**src/core/fault_diag_regs.svh**
```systemverilog
// timing counts, limits and reset values for the fault manager
`ifndef FAULT_DIAG_REGS_SVH
`define FAULT_DIAG_REGS_SVH

`define CLK_MHZ 10
`define RETRY_PERIOD_US 150
`define RETRY_CYC (`RETRY_PERIOD_US * `CLK_MHZ)
`define RETRY_TIMER_W 11
`define RETRY_MAX 5'h10
`define LED_CHECK_US 100
`define LED_CHECK_CYC (`LED_CHECK_US * `CLK_MHZ)
`define LED_TIMER_W 10
`define DUTY_FULL 7'h7f
`define FLAGS_RESET 4'h0

`endif

```
**src/core/fault_diag_pkg.sv**
```systemverilog
// types shared by the fault manager and its retry counters
package fault_diag_pkg;

    typedef struct packed {
        logic vpwr_ov;
        logic vpwr_uv;
        logic vdd_fail;
        logic supply_por;
        logic temp_warn;
        logic wake_reset_input;
        logic [3:0] overcurrent;
        logic [3:0] overtemp;
        logic [3:0] severe_short;
        logic [3:0] short_to_supply;
        logic [3:0] open_load_off;
        logic [3:0] open_load_on;
        logic [3:0] gate_off;
    } pin_s;

    typedef struct packed {
        logic [3:0] severe_short_flag;
        logic [3:0] overcurrent_flag;
        logic [3:0] overtemp_flag;
        logic [3:0] short_to_supply_flag;
        logic [3:0] open_load_off_flag;
        logic [3:0] open_load_on_flag;
        logic overvoltage_flag;
        logic undervoltage_flag;
        logic temp_prewarning_flag;
    } status_s;

    typedef struct packed {
        logic sense_output_enable;
        logic temp_feedback_select;
        logic [1:0] channel;
        logic sense_ratio_select;
        logic recopy_active;
    } sense_s;

    typedef enum logic [2:0] {
        RETRY_IDLE = 3'b001,
        RETRY_WAIT = 3'b010,
        RETRY_SPENT = 3'b100
    } retry_state_e;

endpackage

```
**src/core/quad_switch_fault_diag_manager.sv**
```systemverilog
// fault latching, status flags, fault pin and auto-retry for four outputs
// Function
// - severe short flag clears after status read
// - over-voltage with protection forces outputs off
// - over-voltage sets flag, read clears it
// - protection disabled: warn only, clear when gone and read
// - fail-safe: wake reset input enables protection
// - under-voltage: outputs off, fault pin, flag
// - recovery with outputs off releases pin
// - recovery with output on keeps latch
// - supply failure resets latches, severe short, overcurrent, overtemp, voltage flags
// - retry request from overcurrent, overtemp, undervoltage
// - retry each period, at most sixteen
// - mode transitions reset retry counters
// - retry restores inrush current profile in the re-enable cycle
// - short to supply latches two flags
// - short detection disable, flag held till read
// - off open load clears on read
// - off open load detection disable
// - on open load flags without shutdown
// - led check at full duty per period
// - on open load clears when gone and read
// - sense routing, recopy only on, not fail-safe
// - prewarning latched in normal mode only
// - status held until first valid read
`timescale 1ns/1ps
`include "fault_diag_regs.svh"

module quad_switch_fault_diag_manager (
    input wire logic i_clk,
    input wire logic i_rst_n,
    input wire logic i_ce,
    input wire fault_diag_pkg::pin_s i_pins,
    input wire logic [3:0] i_cmd_on,
    input wire logic [3:0][6:0] i_duty,
    input wire logic i_fail_safe,
    input wire logic i_retry_enable,
    input wire logic i_overvoltage_protect_disable,
    input wire logic [3:0] i_short_to_supply_disable,
    input wire logic [3:0] i_open_load_off_disable,
    input wire logic [3:0] i_open_load_on_disable,
    input wire logic [3:0] i_led_open_load_select,
    input wire fault_diag_pkg::sense_s i_sense_cfg,
    input wire logic i_status_read,
    output logic [3:0] o_high_side_output,
    output logic o_fault_flag_n,
    output fault_diag_pkg::status_s o_status,
    output logic [3:0] o_inrush_restore,
    output fault_diag_pkg::sense_s o_analog_sense_output
);
    logic [1:0] rst_sync_reg, rst_sync_next;
    logic rst_n;
    fault_diag_pkg::pin_s pin1_reg, pin1_next, pin_reg, pin_next;
    fault_diag_pkg::status_s flag_reg, flag_next, set;
    fault_diag_pkg::sense_s sense_reg, sense_next;
    logic [3:0] latch_rt_reg, latch_rt_next, latch_sc_reg, latch_sc_next;
    logic [3:0] cmd_prev_reg, hs_reg, hs_next, inrush_reg, inrush_next;
    logic fs_prev_reg, fault_n_reg, fault_n_next;
    logic ov_prot, ov_shut, clear_all, mode_change, fault_any;
    logic [3:0] cmd_rise, rt_trip, rt_gone, os_cond, oloff_cond, olon_cond;
    logic [3:0] retry_pulse, retry_req, led_tick;

    // release of reset passes two flops; assertion stays asynchronous
    assign rst_sync_next = {rst_sync_reg[0], 1'b1};
    always_ff @(posedge i_clk or negedge i_rst_n)
    begin
        if (!i_rst_n)
            rst_sync_reg <= 2'h0;
        else if (i_ce)
            rst_sync_reg <= rst_sync_next;
    end
    assign rst_n = rst_sync_reg[1];

    // comparator pins are asynchronous; only pin_reg is read below
    always_comb
    begin
        pin1_next = i_pins;
        pin_next = pin1_reg;
    end
    always_ff @(posedge i_clk or negedge rst_n)
    begin
        if (!rst_n)
        begin
            pin1_reg <= '0;
            pin_reg <= '0;
        end
        else if (i_ce)
        begin
            pin1_reg <= pin1_next;
            pin_reg <= pin_next;
        end
    end

    assign ov_prot = i_fail_safe ? pin_reg.wake_reset_input
                                 : !i_overvoltage_protect_disable;
    // comparator already applies the hysteresis on release
    assign ov_shut = pin_reg.vpwr_ov && ov_prot;
    assign clear_all = pin_reg.vdd_fail || pin_reg.supply_por;
    assign mode_change = i_fail_safe ^ fs_prev_reg;
    assign cmd_rise = i_cmd_on & ~cmd_prev_reg;

    // off-state checks only once the gate is really off
    assign os_cond = pin_reg.short_to_supply & ~i_short_to_supply_disable
                     & ~i_cmd_on & pin_reg.gate_off;
    assign oloff_cond = pin_reg.open_load_off & ~i_open_load_off_disable
                        & ~i_cmd_on & pin_reg.gate_off;

    genvar ch;
    generate
        for (ch = 0; ch < 4; ch++)
        begin : g_chan
            logic [`LED_TIMER_W-1:0] led_cnt_reg, led_cnt_next;
            logic led_run;

            // led loads need a whole period fully on before a check counts
            assign led_run = hs_reg[ch] && (i_duty[ch] == `DUTY_FULL);
            always_comb
            begin
                led_cnt_next = '0;
                if (led_run && led_cnt_reg != `LED_TIMER_W'(`LED_CHECK_CYC - 1))
                    led_cnt_next = led_cnt_reg + `LED_TIMER_W'(1);
            end
            always_ff @(posedge i_clk or negedge rst_n)
            begin
                if (!rst_n)
                    led_cnt_reg <= '0;
                else if (i_ce)
                    led_cnt_reg <= led_cnt_next;
            end
            assign led_tick[ch] = led_run
                && led_cnt_reg == `LED_TIMER_W'(`LED_CHECK_CYC - 1);
            assign olon_cond[ch] = pin_reg.open_load_on[ch] && hs_reg[ch]
                && !i_open_load_on_disable[ch]
                && (!i_led_open_load_select[ch] || led_tick[ch]);

            assign retry_req[ch] = latch_rt_reg[ch] && (flag_reg.overcurrent_flag[ch]
                || flag_reg.overtemp_flag[ch] || flag_reg.undervoltage_flag);

            retry_channel u_retry (
                .i_clk(i_clk),
                .i_rst_n(rst_n),
                .i_ce(i_ce),
                .i_request(retry_req[ch]),
                .i_enable(i_retry_enable),
                .i_count_clear(mode_change || clear_all),
                .o_retry(retry_pulse[ch]),
                .o_count()
            );
        end
    endgenerate

    // latched shutdown; severe short never delatches by retry
    assign rt_trip = pin_reg.overcurrent | (pin_reg.overtemp & i_cmd_on)
                     | ({4{pin_reg.vpwr_uv}} & i_cmd_on);
    assign rt_gone = ~pin_reg.overcurrent & ~pin_reg.overtemp & {4{!pin_reg.vpwr_uv}};
    always_comb
    begin
        latch_rt_next = rt_trip | (latch_rt_reg
            & ~(rt_gone & (cmd_rise | retry_pulse)));
        latch_sc_next = pin_reg.severe_short | (latch_sc_reg
            & ~(~pin_reg.severe_short & cmd_rise));
        inrush_next = retry_pulse & latch_rt_reg & rt_gone;
        if (clear_all || mode_change)
        begin
            latch_rt_next = '0;
            latch_sc_next = '0;
        end
        hs_next = i_cmd_on & ~latch_rt_next & ~latch_sc_next
                  & ~{4{ov_shut || pin_reg.vpwr_uv}};
    end

    // hardware sets win over the clearing read
    always_comb
    begin
        set = '0;
        set.severe_short_flag = pin_reg.severe_short;
        set.overcurrent_flag = pin_reg.overcurrent;
        set.overtemp_flag = pin_reg.overtemp;
        set.short_to_supply_flag = os_cond;
        set.open_load_off_flag = os_cond | oloff_cond;
        set.open_load_on_flag = olon_cond;
        set.overvoltage_flag = pin_reg.vpwr_ov;
        set.undervoltage_flag = pin_reg.vpwr_uv;
        set.temp_prewarning_flag = pin_reg.temp_warn && !i_fail_safe;
        flag_next = set | (flag_reg & ~{$bits(flag_reg){i_status_read}});
        if (clear_all)
        begin
            flag_next.severe_short_flag = `FLAGS_RESET;
            flag_next.overcurrent_flag = `FLAGS_RESET;
            flag_next.overtemp_flag = `FLAGS_RESET;
            flag_next.overvoltage_flag = 1'b0;
            flag_next.undervoltage_flag = 1'b0;
        end
    end

    // on-state open load and prewarning never pull the pin
    assign fault_any = (|latch_rt_reg) || (|latch_sc_reg) || ov_shut
        || pin_reg.vpwr_uv || (|(pin_reg.overtemp & ~i_cmd_on))
        || (|os_cond) || (|oloff_cond);
    assign fault_n_next = !fault_any;

    always_comb
    begin
        sense_next = i_sense_cfg;
        sense_next.recopy_active = i_sense_cfg.sense_output_enable
            && !i_sense_cfg.temp_feedback_select && !i_fail_safe
            && hs_reg[i_sense_cfg.channel];
    end

    always_ff @(posedge i_clk or negedge rst_n)
    begin
        if (!rst_n)
        begin
            flag_reg <= '0;
            latch_rt_reg <= '0;
            latch_sc_reg <= '0;
            cmd_prev_reg <= '0;
            hs_reg <= '0;
            inrush_reg <= '0;
            fs_prev_reg <= 1'b0;
            fault_n_reg <= 1'b1;
            sense_reg <= '0;
        end
        else if (i_ce)
        begin
            flag_reg <= flag_next;
            latch_rt_reg <= latch_rt_next;
            latch_sc_reg <= latch_sc_next;
            cmd_prev_reg <= i_cmd_on;
            hs_reg <= hs_next;
            inrush_reg <= inrush_next;
            fs_prev_reg <= i_fail_safe;
            fault_n_reg <= fault_n_next;
            sense_reg <= sense_next;
        end
    end

    assign o_high_side_output = hs_reg;
    assign o_fault_flag_n = fault_n_reg;
    assign o_status = flag_reg;
    assign o_inrush_restore = inrush_reg;
    assign o_analog_sense_output = sense_reg;
endmodule // quad_switch_fault_diag_manager

```
**src/core/retry_channel.sv**
```systemverilog
// per-output auto-retry timer and occurrence counter
`timescale 1ns/1ps
`include "fault_diag_regs.svh"

module retry_channel (
    input wire logic i_clk,
    input wire logic i_rst_n,
    input wire logic i_ce,
    input wire logic i_request,
    input wire logic i_enable,
    input wire logic i_count_clear,
    output logic o_retry,
    output logic [4:0] o_count
);
    fault_diag_pkg::retry_state_e state_reg, state_next;
    logic [`RETRY_TIMER_W-1:0] timer_reg, timer_next;
    logic [4:0] count_reg, count_next;
    logic retry_reg, retry_next;

    always_comb
    begin
        state_next = state_reg;
        timer_next = timer_reg;
        count_next = count_reg;
        retry_next = 1'b0;
        if (i_count_clear)
        begin
            state_next = fault_diag_pkg::RETRY_IDLE;
            timer_next = '0;
            count_next = '0;
        end
        else
        begin
            case (state_reg)
                fault_diag_pkg::RETRY_IDLE:
                begin
                    timer_next = '0;
                    if (count_reg == `RETRY_MAX)
                        state_next = fault_diag_pkg::RETRY_SPENT;
                    else if (i_request && i_enable)
                        state_next = fault_diag_pkg::RETRY_WAIT;
                end
                fault_diag_pkg::RETRY_WAIT:
                begin
                    if (!i_request || !i_enable)
                        state_next = fault_diag_pkg::RETRY_IDLE;
                    else if (timer_reg == `RETRY_TIMER_W'(`RETRY_CYC - 1))
                    begin
                        retry_next = 1'b1;
                        count_next = count_reg + 5'h01;
                        state_next = fault_diag_pkg::RETRY_IDLE;
                    end
                    else
                        timer_next = timer_reg + `RETRY_TIMER_W'(1);
                end
                fault_diag_pkg::RETRY_SPENT:
                    state_next = fault_diag_pkg::RETRY_SPENT;
                default:
                    state_next = fault_diag_pkg::RETRY_IDLE;
            endcase
        end
    end

    always_ff @(posedge i_clk or negedge i_rst_n)
    begin
        if (!i_rst_n)
        begin
            state_reg <= fault_diag_pkg::RETRY_IDLE;
            timer_reg <= '0;
            count_reg <= '0;
            retry_reg <= 1'b0;
        end
        else if (i_ce)
        begin
            state_reg <= state_next;
            timer_reg <= timer_next;
            count_reg <= count_next;
            retry_reg <= retry_next;
        end
    end

    assign o_retry = retry_reg;
    assign o_count = count_reg;
endmodule // retry_channel

```
**config.mk**
```make
export PLATFORM = sky130hd
export DESIGN_NAME = quad_switch_fault_diag_manager
export DESIGN_NICKNAME = d
export VERILOG_FILES = /design/src/core/fault_diag_pkg.sv /design/src/core/quad_switch_fault_diag_manager.sv /design/src/core/retry_channel.sv
export VERILOG_INCLUDE_DIRS = /design/src /design/src/core
export SDC_FILE = /design/constraint.sdc
export NUM_CORES = 1
export LEC_CHECK = 0
export BUFFER_PORTS_ARGS = -buffer_cell sky130_fd_sc_hd__buf_2
export CELL_PAD_IN_SITES_DETAIL_PLACEMENT = 0
export CELL_PAD_IN_SITES_GLOBAL_PLACEMENT = 1
export CORE_AREA = 5 5 170 172
export CTS_CLUSTER_DIAMETER = 50
export DETAILED_ROUTE_END_ITERATION = 8
export DIE_AREA = 0 0 175 177
export MAX_ROUTING_LAYER = met4
export PLACE_DENSITY_LB_ADDON = 0.15
export SLEW_MARGIN = 20
export SYNTH_ARGS = -nofsm -noshare
export SYNTH_HDL_FRONTEND = slang
export SYNTH_SLANG_ARGS = --single-unit
```
**constraint.sdc**
```tcl
create_clock -name i_clk -period 10.3 [get_ports i_clk]
set_input_delay 0 -clock i_clk [delete_from_list [all_inputs] [get_ports i_clk]]
set_output_delay 0 -clock i_clk [all_outputs]
set_load 0.05 [all_outputs]
```
==> run summary, run 1 <==
- 82 — maximum number of pins on one net before global-route repair
- 2.63 ns — post-layout min period
- 20.5% — total global-route track usage
- 0 — endpoints failing hold
- 30.4 mm — total length of routed wires
- sky130_fd_sc_hd__dfrtp_1 — leading cell type in the layout, fill and taps excluded
- 81 — largest fanout on the critical path
- 54.7% — share of the core filled with cells in the final layout
- 671 — drt initial violations
- 0.116 mV — largest voltage drop on the vdd net
- 44.1% — Initial Utilization
- 0 — total count of max-transition violations in the final report
- 0 — grt total ovfl
- 7 — reg2reg path depth
- 12,100 µm² — post-synthesis cell area
- 0 — number of violations of the max-capacitance limit
- 7.86 ns — worst reg-to-reg setup slack
- 5 — number of cells on the worst hold path
- 10.74 ns — Critical Path RT
- 381 MHz — Max Clk Rate
- i_duty[7] — worst hold path startpoint
- 0.50 ns — insertion delay of the later-clocked pin in the worst-skew pair
- 245 — clock net sink count
- 0 — Syn. warnings
- 5 — 1st-pass router iterations
- 135 — buffers added on ports
- 51.1 mm — global-route wire length before repair
- 9,534 — via count of the first global-routing pass
- done — CTS tree
- false — RSZ-0062 raised after global routing
- sky130_fd_sc_hd__clkbuf_16 — master cell of the clock root buffer
- 6.29 nW — Pleak
- 25.5% — portion of the clock cycle consumed by the worst path in the final layout
- 65 — count of hold buffers inserted by post-cts repair
- 0 — final setup violation count
- g_chan[0].led_cnt_reg[0] — FF-to-FF Start
- 175 nW/µm² — Power per Cell Area
- 35.7% — worst slew slack as a fraction of its limit
- 0.0141 ns — Setup Skew
- sky130_fd_sc_hd__dfrtp_1 — most instantiated flip-flop cell in the synthesis netlist
- 3 — CTS Buffer Depth
- 0 ns — Setup Total Neg Slack
- 10.7 µm² — Mapped Avg Cell Area
- primary input to flip-flop — Critical Setup Path Class
- 20.3 mm — DP Wirelength
- 0 — number of enable flip-flop cells after synthesis
- 0.809 — placer's final routability congestion estimate
- 3.06 ns — CP arrival
- 24.2% — fraction of layout cells with a size suffix above 1
- 61 — count of standard-cell rows
- 0 — antenna violations before repair
- 27,300 µm² — core region area
- 137 — number of placed I/O pins
- 44 — number of flip-flops in the largest register
- o_status[3] — critical register-to-register path endpoint
- g_chan[1].led_cnt_reg[1] — hold endpoint
- 1,446 — number of nets in the finished design
- 2 — total number of H-tree levels
- primary input — kind of start point of the critical path
- 17.8 µm — routed len/inst
- 245 — number of synthesized register bits
- 0.964 ns — transition time at the pin with the least slew margin
- 24.0% — synthesis-to-layout area growth
- primary input to flip-flop — path class of the lowest-slack min-delay path
- flip-flop — Critical Path Sink Type
- 0 — remaining antenna violation count after routing
- 1,241 — synthesized net count
- 239 x sky130_fd_sc_hd__dfrtp_1, 134 x sky130_fd_sc_hd__buf_2, 87 x sky130_fd_sc_hd__o21ai_0 — most frequent cells in the layout
- 100% — Async SR Flop Fraction
- 0 — post-CTS setup buffers
- 49.8% — Synth top area share
- 50.9% — share of the yosys chip area belonging to registers
- 175 µm — die outline width
- complete, no violations — status
- 0 — DRC viols
- 1,130 — number of cells produced by synthesis
- 9,680 — number of vias after detailed routing
- 0 — Resized Gates After CTS
- 85 — post-synth cell types
- 177 µm — Die Y-Extent
- sky130_fd_sc_hd__dfrtp_1 — cell taking the most area after synthesis
- 0 — antenna diode count
- 31,000 µm² — Die Footprint
- sky130_fd_sc_hd__dfrtp_1 50%, sky130_fd_sc_hd__mux2_2 7.6%, sky130_fd_sc_hd__o21ai_0 3.7% — most area-consuming cells after synthesis
- 5.67 — Via-to-Cell Ratio
- 35 — number of buffers added by the clock tree synthesis step
- 0.06 ns — clock-pin transition on the worst setup and hold timing paths
- 2,429 — fill cell total of the finished layout
[worst max-delay path by stage]
stage | startpoint | end | slack, ns | depth (start not counted)
floorplan | rst_sync_reg[1] | cmd_prev_reg[0] | 2.96 | 0
global placement | rst_sync_reg[1] | o_status[8] | 7.71 | 2
detailed placement | rst_sync_reg[1] | o_status[12] | 7.72 | 2
CTS | i_ce | o_status[3] | 7.70 | 7
global route | i_ce | o_status[3] | 7.39 | 7
finish | i_ce | o_status[3] | 7.67 | 7
[synth_stat cells (5+ instances only)]
master and n:
sky130_fd_sc_hd__ha_1 16, sky130_fd_sc_hd__nand2b_1 18, sky130_fd_sc_hd__o32ai_1 5, sky130_fd_sc_hd__o311ai_0 5, sky130_fd_sc_hd__buf_2 7, sky130_fd_sc_hd__nand4_1 29
sky130_fd_sc_hd__clkbuf_1 23, sky130_fd_sc_hd__dfstp_2 5, sky130_fd_sc_hd__and3_1 15, sky130_fd_sc_hd__mux2i_1 6, sky130_fd_sc_hd__o21ai_0 88, sky130_fd_sc_hd__nand4b_1 8
sky130_fd_sc_hd__o2bb2ai_1 14, sky130_fd_sc_hd__nor4_1 5, sky130_fd_sc_hd__a32o_1 5, sky130_fd_sc_hd__buf_1 7, sky130_fd_sc_hd__nor3_1 30, sky130_fd_sc_hd__a21o_1 6
sky130_fd_sc_hd__o31ai_1 31, sky130_fd_sc_hd__a31oi_1 17, sky130_fd_sc_hd__dfrtp_1 240, sky130_fd_sc_hd__xor2_1 9, sky130_fd_sc_hd__a21oi_1 46, sky130_fd_sc_hd__or2_2 10
sky130_fd_sc_hd__nand3_1 63, sky130_fd_sc_hd__nand2_1 67, sky130_fd_sc_hd__or4_1 7, sky130_fd_sc_hd__mux2_2 81, sky130_fd_sc_hd__nor2_1 65, sky130_fd_sc_hd__nor2b_1 13
sky130_fd_sc_hd__xnor2_1 18, sky130_fd_sc_hd__a22o_1 20, sky130_fd_sc_hd__a41oi_1 7, sky130_fd_sc_hd__and2_1 6, sky130_fd_sc_hd__nor3b_1 6, sky130_fd_sc_hd__inv_1 32
sky130_fd_sc_hd__or3_1 15
[per-stage QoR]
step / total power [mW] / hold slack (ns) / worst slack [ns] / cell area [µm²] / cells
finish: 2.62 / 0.0376 / 7.67 / 15000 / 1707
global route: 2.74 / 0.0704 / 7.39 / 15000 / 1707
detailed placement: 1.38 / -0.214 / 7.72 / 13100 / 1579
global placement: 1.37 / -0.215 / 7.71 / 13100 / 1579
floorplan: 1.28 / -0.296 / 2.96 / 12100 / 1130
CTS: 2.66 / 0.0262 / 7.70 / 15000 / 1707
[layer usage]
layer,global-route usage (%),vias up,share of wire [%]
met5,-,-,0
met4,4.91,0,1.8
met3,3.50,40,4.5
met2,31.8,186,47
met1,28.6,4783,47
li1,-,4671,-
[cell families (layout without fill, tap and decap cells)]
group / after synthesis / in the layout / synth area share (%)
mux: 88 / 88 / 8.25
xor+xnor: 28 / 28 / 2.10
buf+inv: 78 / 309 / 2.77
compound gates: 289 / 289 / 16.8
flops: 245 / 245 / 50.9
fa+ha+maj: 16 / 16 / 1.66
simple gates: 386 / 386 / 17.5
[worst max-delay path, cell delays in order]
cell and delay, ns:
sky130_fd_sc_hd__dlygate4sd3_1 0.55, sky130_fd_sc_hd__buf_6 0.40, sky130_fd_sc_hd__buf_4 0.82, sky130_fd_sc_hd__nand2_1 0.17
sky130_fd_sc_hd__a2111oi_0 0.41, sky130_fd_sc_hd__dlygate4sd3_1 0.61, sky130_fd_sc_hd__a21o_1 0.08
[power breakdown]
group,switching (mW),internal (mW),leakage (nW)
Sequential,0.0559,1.03,3.14
Combinational,0.177,0.117,2.56
Clock,0.435,0.812,0.587
Total,0.668,1.96,6.29
[cell type report]
class / instances / area, µm² / share of cell area, %
inverter: 33 / 124 / 0.829
sequential: 245 / 6140 / 41.1
clock inverter: 16 / 229 / 1.53
multi-input combinational: 807 / 5590 / 37.4
tap: 346 / 433 / 2.90
clock buffer: 47 / 1000 / 6.71
timing repair buffer: 213 / 1430 / 9.57
No activity file was read; power rests on OpenSTA's default activity.
==> run 2: changes to the inputs <==
==> constraint.sdc (replaced) <==
create_clock -name i_clk -period 2.6 [get_ports i_clk]
set_input_delay 0 -clock i_clk [delete_from_list [all_inputs] [get_ports i_clk]]
set_output_delay 0 -clock i_clk [all_outputs]
set_load 0.05 [all_outputs]
==> run 2 against run 1 <==
  * Sequential cell count unchanged
  * Combinational power increased to 4.1 times the previous value
  * Cell area increased by 0.98%
  * Via count increased by 0.83%
  * Wire length increased by 1.9%
  * Global-route usage increased by 0.15 points
  * Die area unchanged
  * Clock power increased to 4.0 times the previous value
  * Setup slack got worse by 7.4 ns
  * Clock-buffer cell count decreased by 2
  * Hold slack got worse by 0.0069 ns
  * Critical path type is now flip-flop to flip-flop
  * Largest power group unchanged
==> run summary, run 2 (same netlist as run 1, synthesis figures left out) <==
- 1,458 — number of nets in the finished design
- 0.0174 ns — Setup Skew
- 175 µm — die outline width
- 0 — endpoints failing hold
- 9,760 — number of vias after detailed routing
- o_status[3] — critical register-to-register path endpoint
- 2 — total number of H-tree levels
- 0 — DRC viols
- false — RSZ-0062 raised after global routing
- 2.68 mW — Switch Pwr
- 20.7% — total global-route track usage
- simple AND/OR/NAND/NOR gates — Top delay family on crit path
- 61 — count of standard-cell rows
- 5 — 1st-pass router iterations
- 25.2% — synthesis-to-layout area growth
- 7.78 mW — internal power consumption
- 2,431 — fill cell total of the finished layout
- sky130_fd_sc_hd__clkbuf_16 — master cell of the clock root buffer
- 20.8 mm — DP Wirelength
- sky130_fd_sc_hd__dlygate4sd3_1 — Worst path slowest cell
- 0 — grt total ovfl
- 10.5 mW — Final Total Pwr
- flip-flop — Critical Path Sink Type
- 5.68 — Via-to-Cell Ratio
- flip-flop — kind of start point of the critical path
- done — CTS tree
- 421 MHz — Max Clk Rate
- 245 — clock net sink count
- g_chan[0].led_cnt_reg[0] — FF-to-FF Start
- 0.740 ns — transition time at the pin with the least slew margin
- 2.81 ns — CP arrival
- ha_1, nand4b_1, nor3_1, nand2b_1, a2111oi_0, dlygate4sd3_1, a21o_1 — sequence of cells on the critical path
- 27,300 µm² — core region area
- 44.1% — Initial Utilization
- 0 — number of violations of the max-capacitance limit
- 0 — total count of max-transition violations in the final report
- 0 — remaining antenna violation count after routing
- complete, no violations — status
- 35 — number of buffers added by the clock tree synthesis step
- 0 ns — Setup Total Neg Slack
- 5 — largest fanout on the critical path
- 0.06 ns — clock-pin transition on the worst setup and hold timing paths
- 6 — number of cells on the worst hold path
- 9,812 — via count of the first global-routing pass
- 239 x sky130_fd_sc_hd__dfrtp_1, 134 x sky130_fd_sc_hd__buf_2, 87 x sky130_fd_sc_hd__o21ai_0 — most frequent cells in the layout
- 135 — buffers added on ports
- 0.23 ns — worst reg-to-reg setup slack
- 31.0 mm — total length of routed wires
- 13,200 µm² — placed cell area
- 47.6% — clock group share of total power
- 0.561 mV — largest voltage drop on the vdd net
- 0 — antenna diode count
- 50.2% — worst slew slack as a fraction of its limit
- flip-flop to flip-flop — Critical Setup Path Class
- 1,590 — cell count after placement
- 177 µm — Die Y-Extent
- 91.3% — portion of the clock cycle consumed by the worst path in the final layout
- 0.836 — placer's final routability congestion estimate
- 15,100 µm² — cell area after layout
- 5590 µm² — area taken by multi-input logic gates
- 2.37 ns — post-layout min period
- 0.227 ns — PnR worst setup slack
- 44 — number of flip-flops in the largest register
- 693 nW/µm² — Power per Cell Area
- 103 — maximum number of pins on one net before global-route repair
- 0.51 ns — insertion delay of the later-clocked pin in the worst-skew pair
- 0.60 ns — worst stage delay on the critical path
- 18.0 µm — routed len/inst
- 0 — antenna violations before repair
- 7 — reg2reg path depth
- 6140 µm² — footprint of the flip-flops and latches
- 25.6% — switching fraction of total power
- 55.3% — share of the core filled with cells in the final layout
- primary input to flip-flop — path class of the lowest-slack min-delay path
- 3 — CTS Buffer Depth
- 31,000 µm² — Die Footprint
- 11.5% — relative contribution of combinational cells to total power
- i_duty[25] — worst hold path startpoint
- 41.0% — sequential share of power
- 51.5 mm — global-route wire length before repair
- g_chan[3].led_cnt_reg[2] — hold endpoint
- 0 — final setup violation count
- sky130_fd_sc_hd__dfrtp_1 — leading cell type in the layout, fill and taps excluded
- 0.0307 ns — worst hold margin
- 137 — number of placed I/O pins
- 3.04 ns — Critical Path RT
- 0.404 ns — pre-CTS setup slack
- 25.1% — fraction of layout cells with a size suffix above 1
- 1,719 — Layout Cells excl Fill
- 655 — drt initial violations
- 1 — total buffers and inverters traversed by the critical path
- 6.38 nW — Pleak
==> run 2: power by group through the flow <==
| stage | clock, mW | combinational (mW) | sequential, mW |
|---|---|---|---|
| 2_1_floorplan | 0 | 0.545 | 4.53 |
| 3_3_place_gp | 0 | 1.12 | 4.34 |
| 3_5_place_dp | 0 | 1.13 | 4.35 |
| 4_1_cts | 5.09 | 1.21 | 4.28 |
| 5_1_grt | 5.26 | 1.30 | 4.32 |
| 6_report | 4.98 | 1.20 | 4.29 |
==> run 2: worst max path at each step <==
stage	depth (start not counted)	from	slack (ns)	to
floorplan	1	rst_sync_reg[1]	0.08	rst_sync_reg[1]
global placement	5	g_chan[3].u_retry.state_reg[2]	0.46	g_chan[3].u_retry.timer_reg[8]
detailed placement	5	g_chan[3].u_retry.state_reg[2]	0.40	g_chan[3].u_retry.timer_reg[8]
global route	7	g_chan[0].led_cnt_reg[0]	0.003	o_status[3]
finish	7	g_chan[0].led_cnt_reg[0]	0.23	o_status[3]
CTS	7	g_chan[0].led_cnt_reg[0]	0.22	o_status[3]
==> run 2: layout make-up <==
class,instances,area share (%)
Clock buffer,45,6.66
Clock inverter,18,1.52
Inverter,33,0.820
Multi-Input combinational cell,807,37.0
Sequential cell,245,40.7
Tap cell,346,2.87
Timing Repair Buffer,225,10.4
==> run 2: metal layers <==
| layer | global-route usage, % | vias up | wire length [µm] |
|---|---|---|---|
| met4 | 5.53 | 0 | 590 |
| li1 | - | 4690 | - |
| met3 | 3.35 | 51 | 1260 |
| met1 | 27.5 | 4850 | 14500 |
| met2 | 33.4 | 169 | 14700 |
| met5 | - | - | 0 |
==> run 2: what timing repair did <==
action / in CTS / in global routing
resized for setup: 0 / 1
hold endpoints to repair: 94 / 0
setup buffers: 0 / 0
hold buffers: 66 / 0
setup endpoints to repair: 0 / 1
==> run 2: worst reg2reg max path: stages, from the launching register on <==
cell and delay, ns:
sky130_fd_sc_hd__dfrtp_1 0.39, sky130_fd_sc_hd__ha_1 0.25, sky130_fd_sc_hd__nand4b_1 0.12, sky130_fd_sc_hd__nor3_1 0.40, sky130_fd_sc_hd__nand2b_1 0.11, sky130_fd_sc_hd__a2111oi_0 0.37
sky130_fd_sc_hd__dlygate4sd3_1 0.60, sky130_fd_sc_hd__a21o_1 0.08
